**src/hdl/trig_status_pkg.sv**
```systemverilog
// constants, register map and carriers for the channel trigger/status bank
package trig_status_pkg;

	localparam int NUM_CH = 4;
	localparam int DATA_W = 16;
	localparam int ADDR_W = 8;

	// native register addresses
	localparam logic [ADDR_W-1:0] ADDR_TRIG = 8'h21;
	localparam logic [ADDR_W-1:0] ADDR_GSTAT = 8'h22;
	localparam logic [ADDR_W-1:0] ADDR_CSTAT = 8'h23;

	// pmbus page and command codes
	localparam logic [ADDR_W-1:0] PMBUS_PAGE = 8'hFF;
	localparam logic [ADDR_W-1:0] PMBUS_TRIG = 8'hE5;
	localparam logic [ADDR_W-1:0] PMBUS_GSTAT = 8'hE6;
	localparam logic [ADDR_W-1:0] PMBUS_CSTAT = 8'hE7;

	// reset values
	localparam logic [DATA_W-1:0] TRIG_RESET = 16'h0000;
	localparam logic [DATA_W-1:0] CSTAT_RESET = 16'h0000;
	localparam logic [DATA_W-1:0] WORD_ZERO = 16'h0000;

	// trigger register: one nibble per channel, channel 0 at the top
	localparam int CH0_NIBBLE_LSB = 12;
	localparam int NIBBLE_W = 4;
	localparam int POS_CLEAR = 3;
	localparam int POS_LO = 2;
	localparam int POS_HI = 1;
	localparam int POS_RUN = 0;

	// general status layout
	localparam int POS_FACTORY_CRC = 15;
	localparam int POS_USER_CRC = 14;
	localparam int POS_BUSY_LSB = 9;
	localparam int POS_ID_LSB = 2;
	localparam int ID_W = 6;
	localparam int POS_REV_LSB = 0;
	localparam int REV_W = 2;

	// comparator status layout
	localparam int POS_PROTECT = 8;
	localparam int POS_WIN_LSB = 4;
	localparam int POS_CMP_LSB = 0;

	typedef logic [DATA_W-1:0] reg_word_t;

	typedef enum logic [3:0] {
		SEL_TRIG = 4'b0001,
		SEL_GSTAT = 4'b0010,
		SEL_CSTAT = 4'b0100,
		SEL_NONE = 4'b1000
	} reg_sel_t;

	typedef struct packed {
		logic [ADDR_W-1:0] addr;
		logic pmbus_mode;
		logic [ADDR_W-1:0] page;
		logic wr;
		logic rd;
		logic [DATA_W-1:0] wdata;
	} reg_req_t;

	typedef struct packed {
		logic [NUM_CH-1:0] flag_clear;
		logic [NUM_CH-1:0] margin_low;
		logic [NUM_CH-1:0] margin_high;
		logic [NUM_CH-1:0] run;
	} chan_cmd_t;

endpackage

```
**src/hdl/channel_trigger_status_regs.sv**
```systemverilog
// channel trigger control, general status and comparator status registers
//
// What this block does
// - a 1 written to a channel's comparator flag clear bit pulses a reset of its latched window output, and 0 does nothing.
// - a 1 written to a channel's margin low trigger bit pulses a margin low command on that channel for one cycle, and 0 does nothing.
// - a 1 written to a channel's margin high trigger bit pulses a margin high command on that channel for one cycle, and 0 does nothing.
// - each channel's waveform run bit is stored, read back, starts generation when 1 and stops it when 0.
// - the trigger register sits at 21h and resets to 0000h.
// - bit 15 of general status flags a failed factory load check and clears on software reset or power reset.
// - bit 14 of general status flags a failed user load check, blocks nothing, and clears on software reset.
// - bits 12 to 9 of general status show busy for channels 3 to 0, and margin and run commands to a busy channel are dropped, while flag clear still acts.
// - general status at 22h carries a 6 bit part identifier in bits 7-2 and a 2 bit revision identifier in bits 1-0, with bits 13 and 8 zero.
// - comparator status at 23h resets to 0000h and holds protect in bit 8, window outputs in 7-4 and comparator flags in 3-0.
// - in pmbus mode the three registers answer on page FFh at codes E5h, E6h and E7h.
// - the protect flag reads 1 once protect runs or has run and clears when comparator status is read.
// - each comparator flag is that channel's comparator output passed through a two flip-flop synchroniser.
`timescale 1ns/1ps
`default_nettype none

module channel_trigger_status_regs #(
	// identifier values are arbitrary
	parameter logic [5:0] PART_ID = 6'h15,
	parameter logic [1:0] REV_ID = 2'h3
) (
	// clock and reset
	input wire logic core_clk_i,
	input wire logic sys_rst_i,
	input wire logic soft_reset_i,
	// register port from the serial interface
	input wire trig_status_pkg::reg_req_t req_i,
	output logic [trig_status_pkg::DATA_W-1:0] reg_rdata_o,
	output logic reg_rvalid_o,
	// channel commands
	output trig_status_pkg::chan_cmd_t chan_cmd_o,
	// channel and device state
	input wire logic [trig_status_pkg::NUM_CH-1:0] chan_busy_i,
	input wire logic factory_load_crc_error_i,
	input wire logic user_load_crc_error_i,
	input wire logic protect_active_i,
	input wire logic window_latch_en_i,
	// comparator pins, asynchronous
	input wire logic [trig_status_pkg::NUM_CH-1:0] compare_raw_i,
	input wire logic [trig_status_pkg::NUM_CH-1:0] window_raw_i
);

	import trig_status_pkg::*;

	////////////////////////////////////////////////////////////////////////
	// address decode

	wire page_ok = (req_i.page == PMBUS_PAGE);
	wire pm = req_i.pmbus_mode;
	wire hit_trig = pm ? (page_ok && req_i.addr == PMBUS_TRIG)
		: (req_i.addr == ADDR_TRIG);
	wire hit_gstat = pm ? (page_ok && req_i.addr == PMBUS_GSTAT)
		: (req_i.addr == ADDR_GSTAT);
	wire hit_cstat = pm ? (page_ok && req_i.addr == PMBUS_CSTAT)
		: (req_i.addr == ADDR_CSTAT);

	reg_sel_t sel;
	assign sel = hit_trig ? SEL_TRIG
		: hit_gstat ? SEL_GSTAT
		: hit_cstat ? SEL_CSTAT
		: SEL_NONE;

	wire trig_wr = req_i.wr && (sel == SEL_TRIG);
	wire cstat_rd = req_i.rd && (sel == SEL_CSTAT);

	////////////////////////////////////////////////////////////////////////
	// trigger register fields

	logic [NUM_CH-1:0] wr_clear;
	logic [NUM_CH-1:0] wr_lo;
	logic [NUM_CH-1:0] wr_hi;
	logic [NUM_CH-1:0] wr_run;

	genvar ch;
	generate
		for (ch = 0; ch < NUM_CH; ch++)
		begin : g_field
			localparam int B = CH0_NIBBLE_LSB - NIBBLE_W * ch;
			assign wr_clear[ch] = req_i.wdata[B + POS_CLEAR];
			assign wr_lo[ch] = req_i.wdata[B + POS_LO];
			assign wr_hi[ch] = req_i.wdata[B + POS_HI];
			assign wr_run[ch] = req_i.wdata[B + POS_RUN];
		end
	endgenerate

	chan_cmd_t cmd_reg;
	chan_cmd_t cmd_next;
	logic [NUM_CH-1:0] next_clear;
	logic [NUM_CH-1:0] next_lo;
	logic [NUM_CH-1:0] next_hi;
	logic [NUM_CH-1:0] next_run;

	// pulses last one cycle; margin commands to a busy channel are dropped
	// rather than queued, since a queued margin step could land late
	assign next_clear = trig_wr ? wr_clear : '0;
	assign next_lo = trig_wr ? (wr_lo & ~chan_busy_i) : '0;
	assign next_hi = trig_wr ? (wr_hi & ~chan_busy_i) : '0;
	// a busy channel keeps its run state
	assign next_run = trig_wr
		? ((wr_run & ~chan_busy_i) | (cmd_reg.run & chan_busy_i))
		: cmd_reg.run;
	assign cmd_next = '{next_clear, next_lo, next_hi, next_run};

	always_ff @(posedge core_clk_i)
	begin
		if (sys_rst_i)
			cmd_reg <= TRIG_RESET;
		else
			cmd_reg <= cmd_next;
	end

	assign chan_cmd_o = cmd_reg;

	////////////////////////////////////////////////////////////////////////
	// comparator inputs

	logic [NUM_CH-1:0] cmp_sync;
	logic [NUM_CH-1:0] win_sync;
	logic [2*NUM_CH-1:0] both_sync;

	sync_bits #(
		.WIDTH(2 * NUM_CH)
	) u_sync (
		.core_clk_i(core_clk_i),
		.sys_rst_i(sys_rst_i),
		.async_i({window_raw_i, compare_raw_i}),
		.sync_o(both_sync)
	);

	assign cmp_sync = both_sync[NUM_CH-1:0];
	assign win_sync = both_sync[2*NUM_CH-1:NUM_CH];

	logic [NUM_CH-1:0] win_latch_reg;
	logic [NUM_CH-1:0] win_latch_next;

	// a comparator trip in the clear cycle survives the clear
	assign win_latch_next = (win_latch_reg & ~cmd_reg.flag_clear) | win_sync;

	always_ff @(posedge core_clk_i)
	begin
		if (sys_rst_i)
			win_latch_reg <= '0;
		else
			win_latch_reg <= win_latch_next;
	end

	wire [NUM_CH-1:0] win_view = window_latch_en_i ? win_latch_reg : win_sync;

	////////////////////////////////////////////////////////////////////////
	// sticky status flags

	logic factory_crc_reg;
	logic user_crc_reg;
	logic protect_reg;

	wire factory_crc_next = factory_load_crc_error_i
		| (factory_crc_reg & ~soft_reset_i);
	wire user_crc_next = user_load_crc_error_i
		| (user_crc_reg & ~soft_reset_i);
	wire protect_next = protect_active_i | (protect_reg & ~cstat_rd);

	always_ff @(posedge core_clk_i)
	begin
		if (sys_rst_i)
		begin
			factory_crc_reg <= 1'b0;
			user_crc_reg <= 1'b0;
			protect_reg <= 1'b0;
		end
		else
		begin
			factory_crc_reg <= factory_crc_next;
			user_crc_reg <= user_crc_next;
			protect_reg <= protect_next;
		end
	end

	////////////////////////////////////////////////////////////////////////
	// read words

	reg_word_t trig_word;
	reg_word_t gstat_word;
	reg_word_t cstat_word;

	always_comb
	begin
		trig_word = WORD_ZERO;
		for (int i = 0; i < NUM_CH; i++)
			trig_word[CH0_NIBBLE_LSB - NIBBLE_W * i + POS_RUN] = cmd_reg.run[i];
	end

	always_comb
	begin
		gstat_word = WORD_ZERO;
		gstat_word[POS_FACTORY_CRC] = factory_crc_reg;
		gstat_word[POS_USER_CRC] = user_crc_reg;
		gstat_word[POS_BUSY_LSB +: NUM_CH] = chan_busy_i;
		gstat_word[POS_ID_LSB +: ID_W] = PART_ID;
		gstat_word[POS_REV_LSB +: REV_W] = REV_ID;
	end

	always_comb
	begin
		cstat_word = CSTAT_RESET;
		cstat_word[POS_PROTECT] = protect_reg;
		cstat_word[POS_WIN_LSB +: NUM_CH] = win_view;
		cstat_word[POS_CMP_LSB +: NUM_CH] = cmp_sync;
	end

	reg_word_t rdata_reg;
	reg_word_t rdata_next;
	logic rvalid_reg;

	always_comb
	begin
		case (sel)
			SEL_TRIG: rdata_next = trig_word;
			SEL_GSTAT: rdata_next = gstat_word;
			SEL_CSTAT: rdata_next = cstat_word;
			default: rdata_next = WORD_ZERO;
		endcase
	end

	always_ff @(posedge core_clk_i)
	begin
		if (sys_rst_i)
		begin
			rdata_reg <= WORD_ZERO;
			rvalid_reg <= 1'b0;
		end
		else
		begin
			if (req_i.rd)
				rdata_reg <= rdata_next;
			rvalid_reg <= req_i.rd;
		end
	end

	assign reg_rdata_o = rdata_reg;
	assign reg_rvalid_o = rvalid_reg;

	////////////////////////////////////////////////////////////////////////
	// checks

	clear_pulse_a: assert property (@(posedge core_clk_i) disable iff (sys_rst_i)
		trig_wr |=> chan_cmd_o.flag_clear == $past(wr_clear))
		else $error("flag clear pulse does not match write");

	self_clear_a: assert property (@(posedge core_clk_i) disable iff (sys_rst_i)
		!trig_wr |=> (chan_cmd_o.flag_clear == '0 && chan_cmd_o.margin_low == '0
			&& chan_cmd_o.margin_high == '0))
		else $error("trigger pulse held without a write");

	margin_low_a: assert property (@(posedge core_clk_i) disable iff (sys_rst_i)
		trig_wr |=> chan_cmd_o.margin_low == ($past(wr_lo) & ~$past(chan_busy_i)))
		else $error("margin low pulse wrong");

	margin_high_a: assert property (@(posedge core_clk_i) disable iff (sys_rst_i)
		trig_wr |=> chan_cmd_o.margin_high == ($past(wr_hi) & ~$past(chan_busy_i)))
		else $error("margin high pulse wrong");

	busy_refuse_a: assert property (@(posedge core_clk_i) disable iff (sys_rst_i)
		(trig_wr && chan_busy_i[0]) |=> (!chan_cmd_o.margin_low[0]
			&& !chan_cmd_o.margin_high[0] && $stable(chan_cmd_o.run[0])))
		else $error("busy channel took a command");

	run_hold_a: assert property (@(posedge core_clk_i) disable iff (sys_rst_i)
		!trig_wr |=> $stable(chan_cmd_o.run))
		else $error("run bits changed without a write");

	run_readback_a: assert property (@(posedge core_clk_i) disable iff (sys_rst_i)
		(req_i.rd && sel == SEL_TRIG && !trig_wr) |=>
			reg_rdata_o[CH0_NIBBLE_LSB + POS_RUN] == chan_cmd_o.run[0]
			&& reg_rdata_o[POS_CLEAR] == 1'b0 && reg_rdata_o[POS_LO] == 1'b0)
		else $error("trigger readback wrong");

	factory_crc_a: assert property (@(posedge core_clk_i) disable iff (sys_rst_i)
		factory_load_crc_error_i |=> factory_crc_reg)
		else $error("factory crc flag not set");

	factory_clear_a: assert property (@(posedge core_clk_i)
		disable iff (sys_rst_i)
		(soft_reset_i && !factory_load_crc_error_i) |=> !factory_crc_reg)
		else $error("factory crc flag not cleared");

	user_crc_a: assert property (@(posedge core_clk_i) disable iff (sys_rst_i)
		(soft_reset_i && !user_load_crc_error_i) |=> !user_crc_reg)
		else $error("user crc flag not cleared");

	ident_field_a: assert property (@(posedge core_clk_i) disable iff (sys_rst_i)
		(req_i.rd && sel == SEL_GSTAT) |=>
			reg_rdata_o[POS_ID_LSB +: ID_W] == PART_ID
			&& reg_rdata_o[POS_REV_LSB +: REV_W] == REV_ID)
		else $error("identifier fields wrong");

	protect_clear_a: assert property (@(posedge core_clk_i) disable iff (sys_rst_i)
		(cstat_rd && protect_reg && !protect_active_i) |=>
			(!protect_reg && reg_rdata_o[POS_PROTECT]))
		else $error("protect flag not read then cleared");

	cmp_sync_a: assert property (@(posedge core_clk_i) disable iff (sys_rst_i)
		$rose(compare_raw_i[0]) ##1 compare_raw_i[0] [*2] |-> cmp_sync[0])
		else $error("comparator flag not synchronised in two cycles");

	pmbus_map_a: assert property (@(posedge core_clk_i) disable iff (sys_rst_i)
		(req_i.pmbus_mode && req_i.page != PMBUS_PAGE) |-> sel == SEL_NONE)
		else $error("pmbus decode ignored the page");

endmodule
`default_nettype wire

```
**src/hdl/sync_bits.sv**
```systemverilog
// two flip-flop synchroniser for a group of independent level inputs
`timescale 1ns/1ps
`default_nettype none

module sync_bits #(
	parameter int WIDTH = 1
) (
	// clock and reset
	input wire logic core_clk_i,
	input wire logic sys_rst_i,
	// levels
	input wire logic [WIDTH-1:0] async_i,
	output logic [WIDTH-1:0] sync_o
);

	logic [WIDTH-1:0] meta_reg;
	logic [WIDTH-1:0] sync_reg;

	// meta_reg feeds sync_reg only
	always_ff @(posedge core_clk_i)
	begin
		if (sys_rst_i)
		begin
			meta_reg <= '0;
			sync_reg <= '0;
		end
		else
		begin
			meta_reg <= async_i;
			sync_reg <= meta_reg;
		end
	end

	assign sync_o = sync_reg;

endmodule
`default_nettype wire

```
**config.mk**
```make
export PLATFORM = sky130hd
export DESIGN_NAME = channel_trigger_status_regs
export DESIGN_NICKNAME = d
export VERILOG_FILES = /design/src/hdl/trig_status_pkg.sv /design/src/hdl/channel_trigger_status_regs.sv /design/src/hdl/sync_bits.sv
export SDC_FILE = /design/constraint.sdc
export NUM_CORES = 1
export LEC_CHECK = 0
export ABC_AREA = 1
export BUFFER_PORTS_ARGS = -buffer_cell sky130_fd_sc_hd__buf_2
export CAP_MARGIN = 20
export CORE_MARGIN = 2
export CORE_UTILIZATION = 43
export CTS_CLUSTER_DIAMETER = 120
export DETAILED_ROUTE_END_ITERATION = 12
export PLACE_DENSITY = 0.75
export SLEW_MARGIN = 10
export SYNTH_ARGS = -nofsm -noshare
export SYNTH_HDL_FRONTEND = slang
export SYNTH_HIERARCHICAL = 1
export SYNTH_SLANG_ARGS = --single-unit
export TNS_END_PERCENT = 5
```
**constraint.sdc**
```tcl
create_clock -name core_clk_i -period 1.2 [get_ports core_clk_i]
set_clock_uncertainty 0.2 [all_clocks]
set_input_delay 0.12 -clock core_clk_i [delete_from_list [all_inputs] [get_ports core_clk_i]]
set_output_delay 0.12 -clock core_clk_i [all_outputs]
set_load 0.1 [all_outputs]
```
# Word level (Yosys, flattened, before mapping)
# Index checks and enable logic that the tools add are counted.
# W data, S select, Z words.
op_classes:
  eq_ne: 10
  n_mux: 8
  bitwise_logic: 18
  n_reduce_logical: 6
ops:
  columns: ["op", "count"]
  rows:
  - ["$pmux W16 S3", 1]
  - ["$eq A8 B8 Y1 const B", 4]
  - ["$eq A8 B6 Y1 const B", 3]
  - ["$and A4 B4 Y4", 5]
  - ["$mux W4", 4]
  - ["$not A4 Y4", 2]
  - ["$or A4 B4 Y4", 2]
  - ["$logic_and A1 B1 Y1", 5]
  - ["$eq A4 B1 Y1 const B", 1]
  - ["$eq A4 B2 Y1 const B", 1]
  - ["$eq A4 B3 Y1 const B", 1]
  - ["$and A1 B1 Y1", 3]
  - ["$mux W1", 3]
  - ["$not A1 Y1", 3]
  - ["$or A1 B1 Y1", 3]
  - ["$reduce_or A2 Y1", 1]
word_totals:
  reg_bits: 56
  inputBits: 54
  output_inout_bits: 33
  word_cells: 54

# Logic depth before layout (Yosys ltp)
# Gate-level depths: netlist of the first run.
depth:
  ltp_word: 11
  depth_mapped: 11
  depth_no_buf: 11

# Modules after synthesis
# The synthesis of the first run kept the hierarchy.
modules_own_cells:
  columns: ["mod", "instances", "cells_per_inst", "area_per_inst_um2", "seq_area_each_um2"]
  rows:
  - ["channel_trigger_status_regs", 1, 237, 1697.9, 780.7]
  - ["sync_bits", 1, 50, 474.2, 320.3]

# Worst setup path before layout of the first run
# No wires, ideal clock.
synth_timing:
  path_kind: "reg2reg"
  startpoint: "register (tool-made name)"
  endpoint: "register rdata_reg[12] (netlist: reg_rdata_o[12])"
  setup_ps: 71
  t_arrival_ps: 1314
  required_time_ps: 929
  path_slack_ps: -385
  stages_incl_launch_ff: 5
  path_buffers: 0
  synth_period_minus_slack_ps: 1585
  cell_sequence: "dfxtp_1 > nand3_1 > nand2_1 > nand2_1 > a21oi_1"
synth_rtl:
  columns: ["item", "line", "text"]
  rows:
  - ["end signal: assignment", "channel_trigger_status_regs.sv:237", "rdata_reg <= rdata_next;"]
  - ["end: declaration", "channel_trigger_status_regs.sv:213", "reg_word_t rdata_reg;"]

==> results of run 1 <==
power by group:
part	switching [W]	internal, W	leakage [nW]
combinational	0.000256	0.000242	1.18
clock	0.000601	0.000420	0.0454
sequential	0.0000175	0.00186	0.461
total	0.000875	0.00252	1.68
worst max-delay path: stages:
cell	delay [ps]
buf_8	100
inv_8	50
nand2_8	50
nor2_4	140
nand3_2	120
o21ai_4	230
nand2_4	150
o21ai_1	250
a21oi_2	70
path summary, 6_finish.rpt:
path,to,from,cells past startpoint
worst max-delay path,register,req_i[31],9
worst min-delay path,chan_cmd_o[12]$_SDFF_PP0_,sys_rst_i,4
worst max register to register,reg_rdata_o[4]$_SDFFE_PP0P_,u_sync/sync_o[4]$_SDFF_PP0_,6
worst min register to register,u_sync/sync_o[2]$_SDFF_PP0_,u_sync/meta_reg[2]$_SDFF_PP0_,2
stage by stage:
step	TNS (ps)	std cells	cell area (um^2)	hold slack (ps)	total power [W]
CTS	-5.364	488	3759	19.40	0.003375
global route	-2050	492	3884	44.31	0.003518
floorplan	-4140	287	2253	24.80	0.002112
detailed placement	-8491	442	3273	126.1	0.002283
finish	-443.9	492	3884	35.80	0.003395
global placement	-6911	442	3273	118.7	0.002271
layout make-up:
class / count / area [um^2]
Timing Repair Buffer: 138 / 1424
Sequential cell: 55 / 1140
Tap cell: 67 / 83.83
Clock buffer: 6 / 72.57
Multi-Input combinational cell: 175 / 954.7
Inverter: 49 / 191.4
Fill cell: 278 / 902.1
Clock inverter: 2 / 17.52
routing by layer:
| layer | vias to the layer above | GRT usage (%) | share of wire [%] |
|---|---|---|---|
| met5 | - | 0 | 0 |
| met4 | 0 | 8.730 | 2.8 |
| met3 | 18 | 4.418 | 5.0 |
| met2 | 78 | 41.72 | 52 |
| met1 | 1048 | 24.02 | 40 |
| li1 | 1148 | - | - |
cell usage in the layout, fill, tap and decap left out:
cell type      count
dlygate4sd3_1     38
nor2_4            11
nand3_1           15
nand3_2            5
o21ai_0            4
nand4_1            1
nand2_4            3
nor3_1             1
inv_2              2
o21ai_1            4
buf_12            32
clkbuf_8           5
o21a_1             1
a21oi_1           24
nand2_8            1
buf_8              1
buf_4             16
clkbuf_1           1
inv_1             45
nor2_2             5
mux2i_1            1
conb_1             1
dfxtp_2           19
dfxtp_1           32
and2_1             1
clkinv_1           1
a21oi_2            3
clkinv_4           2
buf_6              2
o21ai_4            2
nor2_1            36
dfxtp_4            4
nand2_1           49
inv_8              1
buf_2             49
nand2_2            7
cells by family after synthesis:
logic type,count (synthesis)
compound gates,38
buf+inv,57
flops,55
mux,1
other cells,1
simple gates,135
timing repair:
item	in CTS	in global routing
hold buffers	38	0
endpoints found under the setup margin	13	41
pin swaps	0	15
setup buffers	0	4
gates resized for setup	12	25
endpoints found under the hold margin	31	0
==> metrics.txt, run 1 <==
status finished, violations left; failing checks setup timing; DP HPWL 4041 um; CTS buffer count 5; CTS tree yes; max-slew violation count 0; syn avg cell area 7.568 um^2; Distinct cells, synth 28; register area share after synthesis 50.69%; maximum VDD drop 0.8102 mV; Syn. warnings 6; Setup Viol. Count Final 12; Pre-antenna DRT Iters 4; crit-path max FO 8; core area 0.004786 mm^2; net count after synthesis 341; Setup CP Type in2reg; Synth area leaders dfxtp_1, nand2_1, inv_1; drt initial violations 139; root buf cell clkbuf_8; latest clock arrival within the worst-skew pair 310 ps; DRT antenna net count 0; Die Footprint 0.005636 mm^2; IO Pins 87; Yosys top cell area share 50.69%; FMAX 0.7739 GHz; CTS max path bufs 2; Synth Flop Type dfxtp_1; final setup margin -92.19 ps; largest area contributor in the netlist dfxtp_1; Synth Area in Simple Gates 28.23%; mapped cell area 0.002172 mm^2; count leader, synth nand2_1; Synth Area in XOR/XNOR 0%; Yosys reg bits 55; main combinational cell family by area after synthesis simple AND/OR/NAND/NOR gates; detailed-route via count 2292; DR DRC count 0; Final nets 478; CP required 1190 ps; antenna fix cells 0; Leak 1.685 nW; grt total ovfl 0; pin count of the biggest net entering global routing 28; starting density of the core 45.39%; synth cell count leaders nand2_1, dfxtp_1, inv_1; critical path capture point type register; max cap viols 0; complex-gate fraction of the synthesized area 9.562%; Final Hold Viols 0; DR vias/cell 4.659; number of flops mapped to enable cells by yosys 0; arrival time worst endpoint 1290 ps; min Tclk post-route 1292 ps; Die Ht 75.07 um; final period utilization 107.7%; Setup crit start kind primary input; DIE WIDTH 75.07 um; PwrDens 874.2 mW/mm^2; max reg flops 15; H-tree levels 2; port bufs 85; adder-cell share of the synthesized area 0%; initial antenna violation count 0; Core Util, Final 81.15%; WL per Instance 13.04 um; RSZ-0062 raised after global routing yes; area grow syn2layout 78.80%; FF-to-FF setup slack 100 ps; global-route wire length before repair 9432 um; clk slew on worst S/H paths 100 ps; RD Place Congestion 0.9581; total wire length 6417 um; Hold Path Class in2reg; clock sinks 55; mux cell area share after synthesis 0.4608%; asr flop ratio synth 0%; vias in the first global route 2205; Post-Synthesis Cells 287; pre-CTS WS -329.7 ps; proportion of layout cells with a drive suffix above 1 40.00%; GR Util All Layers 22.12%; Rows 25
Note: power is estimated with default switching activity, not from simulation.
==> inputs of run 2 (changes only) <==
--- a/config.mk
+++ b/config.mk
@@ -10,2 +10,3 @@
 export CAP_MARGIN = 20
+export CORE_ASPECT_RATIO = 1.5
 export CORE_MARGIN = 2
==> constraint.sdc (replaced) <==
create_clock -name core_clk_i -period 1.2 [get_ports core_clk_i]
set_clock_uncertainty 0.2 [all_clocks]
set_input_delay 0 -clock core_clk_i [delete_from_list [all_inputs] [get_ports core_clk_i]]
set_output_delay 0 -clock core_clk_i [all_outputs]
set_load 0.1 [all_outputs]
==> run 2 against run 1 <==
Against the previous run:
- the run ends with hold timing left
- clock power is essentially flat
- register-to-register slack is essentially flat
- combinational power shrank 10%
- critical path depth grew 1
- power shrank 0.83%
- final cell count shrank 0.61%
- flip-flop and latch count is the same
- utilization shrank 4.0 points
- first-iteration DRC count shrank 48%
- largest power group unchanged
- count of clock-buffer cells in the layout is the same
- global-route usage shrank 0.63 points
==> metrics.txt, run 2 (synthesis results as in run 1) <==
status finished, violations left; CTS max path bufs 2 (unchanged); Tot Pwr 0.003367 W (-0.83%); antenna fix cells 0 (unchanged); hold path start window_latch_en_i; initial antenna violation count 0 (unchanged); pin count of the biggest net entering global routing 18 (-36%); proportion of layout cells with a drive suffix above 1 33.81% (-6.2 points); total wire length 5820 um (-9.3%); DR DRC count 0 (unchanged); grt total ovfl 0 (unchanged); fin area 0.003739 mm^2 (-3.7%); Setup CP Type in2reg; vias in the first global route 2227 (+1.0%); clk slew on worst S/H paths 100 ps (about the same); crit-path max FO 8 (unchanged); root buf cell clkbuf_8; crit path launch req_i[31]; WP buf/inv 2 (unchanged); RD Place Congestion 0.9231 (-3.7%); min Tclk post-route 1170 ps (-122.3 ps); clock sinks 55 (unchanged); WL per Instance 11.90 um (-8.7%); max cap viols 0 (unchanged); FMAX 0.8547 GHz (+10%); drt initial violations 72 (-48%); Hold Path Class in2reg; GR Util All Layers 21.49% (-0.63 points); Final nets 477 (-0.21%); placed inst area 0.003206 mm^2 (-2.1%); detailed-route via count 2252 (-1.7%); CTS buffer count 5 (unchanged); global-route wire length before repair 9259 um (-1.8%); worst stage delay on the critical path 210 ps (-40 ps); Hold WS -19.62 ps (-55.42 ps); max reg flops 15 (unchanged); commonest non-fill, non-tap cell in the layout nand2_1; Rows 31 (+24%); CP required 1230 ps (+40 ps); core area 0.004848 mm^2 (+1.3%); DP HPWL 3925 um (-2.9%); delay-heaviest family, CP simple AND/OR/NAND/NOR gates; final period utilization 97.49% (-10 points); arrival time worst endpoint 1200 ps (-90 ps); DRT antenna net count 0 (unchanged); failing checks hold timing; area grow syn2layout 72.12%; DIE WIDTH 62.03 um (-17%); critical path capture point type register; Die Ht 91.05 um (+21%); CP Cell Sequence buf_2 -> inv_2 -> nand2_2 -> nor2_4 -> nand3_4 -> o21ai_4 -> nand2_4 -> nor2_2 -> nand2_1 -> a21oi_1; latest clock arrival within the worst-skew pair 310 ps (about the same); Setup Viol. Count Final 0 (-12); DR vias/cell 4.605 (-1.1%); Setup crit start kind primary input; Final Hold Viols 1 (+1); CTS tree yes; slowest stage cell on the critical path o21ai_4; Die Footprint 0.005648 mm^2 (+0.21%); IO Pins 87 (unchanged); H-tree levels 2 (unchanged); most frequent cells in the layout nand2_1, buf_2, dfxtp_1, inv_1, dlygate4sd3_1; Pre-antenna DRT Iters 4 (unchanged); port bufs 85 (unchanged); maximum VDD drop 0.8383 mV (+3.5%); launch point of the worst reg-to-reg path win_latch_reg[2]$_SDFF_PP0_; starting density of the core 44.80% (-0.59 points); Leak 1.659 nW (-1.5%); max-slew violation count 0 (unchanged); PwrDens 900.6 mW/mm^2 (+3.0%)
[run 2: changes by cell type in the layout (fill, tap and decap cells not counted), sizes merged]
cell          delta
clkinv           -2
dlymetal6s4s     +1
dlygate4sd3      -2
inv              +1
[run 2: path summary, 6_finish.rpt]
path / to / slack [ps] / depth (start not counted)
worst min-delay path: reg_rdata_o[4]$_SDFFE_PP0P_ / -20 / 6
worst max-delay path: register / 30 / 10
worst min register to register: u_sync/sync_o[0]$_SDFF_PP0_ / 210 / 2
worst max register to register: reg_rdata_o[6]$_SDFFE_PP0P_ / 90 / 4
[run 2: power breakdown]
group / internal [W] / leakage [nW] / switching [W] / total (W)
clock network: 0.000465 / 0.0477 / 0.000569 / 0.00103
registers: 0.00187 / 0.451 / 0.0000180 / 0.00188
logic: 0.000225 / 1.16 / 0.000223 / 0.000448
[run 2: layout make-up]
class	count	area, um^2
tap	66	82.58
clock buffer	6	82.58
sequential	55	1109
inverter	49	183.9
fill	336	1110
clock inverter	1	8.758
timing repair buffer	137	1399
multi-input combinational	175	873.3
[run 2: per-stage QoR]
step | setup TNS [ps] | instances | hold slack, ps | util, % | worst slack [ps]
2_1_floorplan | -4362 | 287 | -95.20 | - | -278.9
3_3_place_gp | -3932 | 442 | -2.288 | 66.12 | -166.6
3_5_place_dp | -5303 | 442 | 4.065 | 66.12 | -241.2
4_1_cts | 0 | 487 | 0.2658 | 75.85 | 15.41
5_1_grt | -366.1 | 489 | 50.43 | 77.11 | -69.55
6_report | 0 | 489 | -19.62 | 77.11 | 30.06
[run 2: what timing repair did]
item                                   in CTS  in global routing
hold buffers                               38                  0
buffers inserted                            0                  3
resized for setup                           0                 11
setup endpoints to repair                   0                 21
endpoints found under the hold margin      55                  0
[run 2: worst reg2reg max path: stages (launching register included)]
cell	delay [ps]
dfxtp_1	320
mux2i_1	170
nor2_1	70
nor3_1	190
nor2_1	70
[run 2: layer usage]
metal  vias up  track usage (%)  part of all wire (%)
li1       1137                -                     -
met1      1024            22.50                    36
met2        73            38.02                    55
met3        18            5.698                   5.9
met4         0            8.865                   3.4
met5         -                0                     0
==> inputs of run 3 (changes only) <==
CELL_PAD_IN_SITES_DETAIL_PLACEMENT = 0   (was unset)
CELL_PAD_IN_SITES_GLOBAL_PLACEMENT = 1   (was unset)
CORE_UTILIZATION = 30   (was 43)
PLACE_DENSITY = unset   (was 0.75)
PLACE_DENSITY_LB_ADDON = 0.1   (was unset)
==> run 3 against run 2 <==
Against the previous run:
- the flow now finishes without violations
- final cell count grew 2.7%
- critical path depth shrank 4
- via count shrank 7.1%
- sequential power is essentially flat
- power grew 13%
- largest cell class unchanged
==> metrics.txt, run 3 (synthesis results as in run 1) <==
total wire length 5370 um (-7.7%); DRT antenna net count 0 (unchanged); IO Pins 87 (unchanged); # Post-CTS Setup Buffers 0 (unchanged); Setup crit start kind primary input; max cap viols 0 (unchanged); multi-input combinational cell area 853.3 um^2 (-2.3%); drt initial violations 64 (-11%); FMAX 0.8886 GHz (+4.0%); grt total ovfl 0 (unchanged); detailed-route via count 2093 (-7.1%); hold path start req_i[26]; latest clock arrival within the worst-skew pair 310 ps (about the same); DR vias/cell 4.169 (-9.5%); initial antenna violation count 0 (unchanged); CTS max path bufs 2 (unchanged); Leak 1.670 nW (+0.69%); clk slew on worst S/H paths 100 ps (about the same); maximum VDD drop 0.6966 mV (-17%); register area 0.001109 mm^2 (unchanged); global-route wire length before repair 8597 um (-7.1%); Die Footprint 0.007951 mm^2 (+41%); antenna fix cells 0 (unchanged); Setup Viol. Count Final 0 (unchanged); min Tclk post-route 1125 ps (-44.52 ps); most frequent cells in the layout nand2_1, buf_2, dfxtp_1, inv_1; GR Util All Layers 13.98% (-7.5 points); FF-to-FF path depth 6 (+2); RSZ-0062 raised after global routing yes; WHS Path Cells 6 (unchanged); Pre-antenna DRT Iters 4 (unchanged); status finished, final reports clean; DR DRC count 0 (unchanged); WL per Instance 10.70 um (-10%); Final nets 475 (-0.42%); Die Ht 108.2 um (+19%); CTS tree yes; crit path launch req_i[16]; final setup margin 74.59 ps (+44.52 ps); port bufs 85 (unchanged); crit-path max FO 7 (-1); CTS buffer count 5 (unchanged); DP HPWL 3994 um (+1.8%); proportion of layout cells with a drive suffix above 1 32.94% (-0.87 points); area grow syn2layout 73.96%; DIE WIDTH 73.48 um (+18%); Setup CP Type in2reg; root buf cell clkbuf_8; max reg flops 15 (unchanged); CP required 1240 ps (about the same); commonest non-fill, non-tap cell in the layout nand2_1; fillcell total 681 (+100%); vias in the first global route 1930 (-13%); critical path capture point type register; pin count of the biggest net entering global routing 23 (+5); pre-CTS WS -198.1 ps (+43.05 ps); Rows 38 (+23%); Final Hold Viols 0 (-1); Hold Path Class in2reg; clock sinks 55 (unchanged); final period utilization 93.78% (-3.7 points); RD Place Congestion 0.7907 (-14%); starting density of the core 30.46% (-14 points); PwrDens 1004 mW/mm^2 (+11%); H-tree levels 2 (unchanged); core area 0.007132 mm^2 (+47%); max-slew violation count 0 (unchanged); launch point of the worst reg-to-reg path u_sync/sync_o[4]$_SDFF_PP0_; arrival time worst endpoint 1160 ps (-40 ps); Core Util, Final 52.98% (-24 points)
run 3: changes by cell type in the layout (fill, tap and decap cells not counted), moves of 2 or more:
cell / previous run / this run
nor2_2: 13 / 11
a21oi_2: 3 / 1
a21oi_1: 24 / 26
buf_4: 13 / 11
bufinv_16: 0 / 2
run 3: worst paths after layout:
check | end | slack (ps)
setup / recovery | reg_rdata_o[15]$_SDFFE_PP0P_ | 70
hold / removal | reg_rdata_o[12]$_SDFFE_PP0P_ | 20
setup reg to reg | reg_rdata_o[4]$_SDFFE_PP0P_ | 150
hold reg to reg | u_sync/sync_o[3]$_SDFF_PP0_ | 210
run 3: layout make-up:
cell class	instances	share of cell area, %
Clock buffer	5	1.821
Multi-Input combinational cell	175	22.58
Timing Repair Buffer	135	36.85
Sequential cell	55	29.34
Inverter	49	4.868
Tap cell	80	2.649
Clock inverter	3	1.887
run 3: stage by stage:
step	TNS [ps]	area [um^2]	instances	power, W	hold WS, ps
after CTS	0	3754	502	0.003837	18.61
after detailed placement	-4673	3243	457	0.002271	5.896
after global routing	-37.72	3779	502	0.003970	53.38
after floorplan	-4362	2180	287	0.002105	-95.20
after global placement	-3917	3243	457	0.002269	-1.403
final	0	3779	502	0.003792	16.22
run 3: power breakdown:
group	switching [W]	leakage, nW	internal [W]
Combinational	0.000217	1.15	0.000223
Sequential	0.0000168	0.451	0.00187
Clock	0.000621	0.0703	0.000847
Total	0.000856	1.67	0.00294
run 3: routing by layer:
metal,track usage (%),routed length (um)
met3,2.982,245
met5,0,0
met2,25.00,2774
met1,16.05,2267
met4,4.805,82
run 3: what timing repair did:
action                                  CTS  global route
hold endpoints to repair                 55             0
hold buffers                             37             0
endpoints found under the setup margin    0             8
gates resized for setup                   0             8
run 3: worst max-delay path, stage by stage:
cell	delay, ps
buf_2	100
dlygate4sd3_1	540
inv_1	150
buf_4	170
nand2_1	50
a21oi_1	140
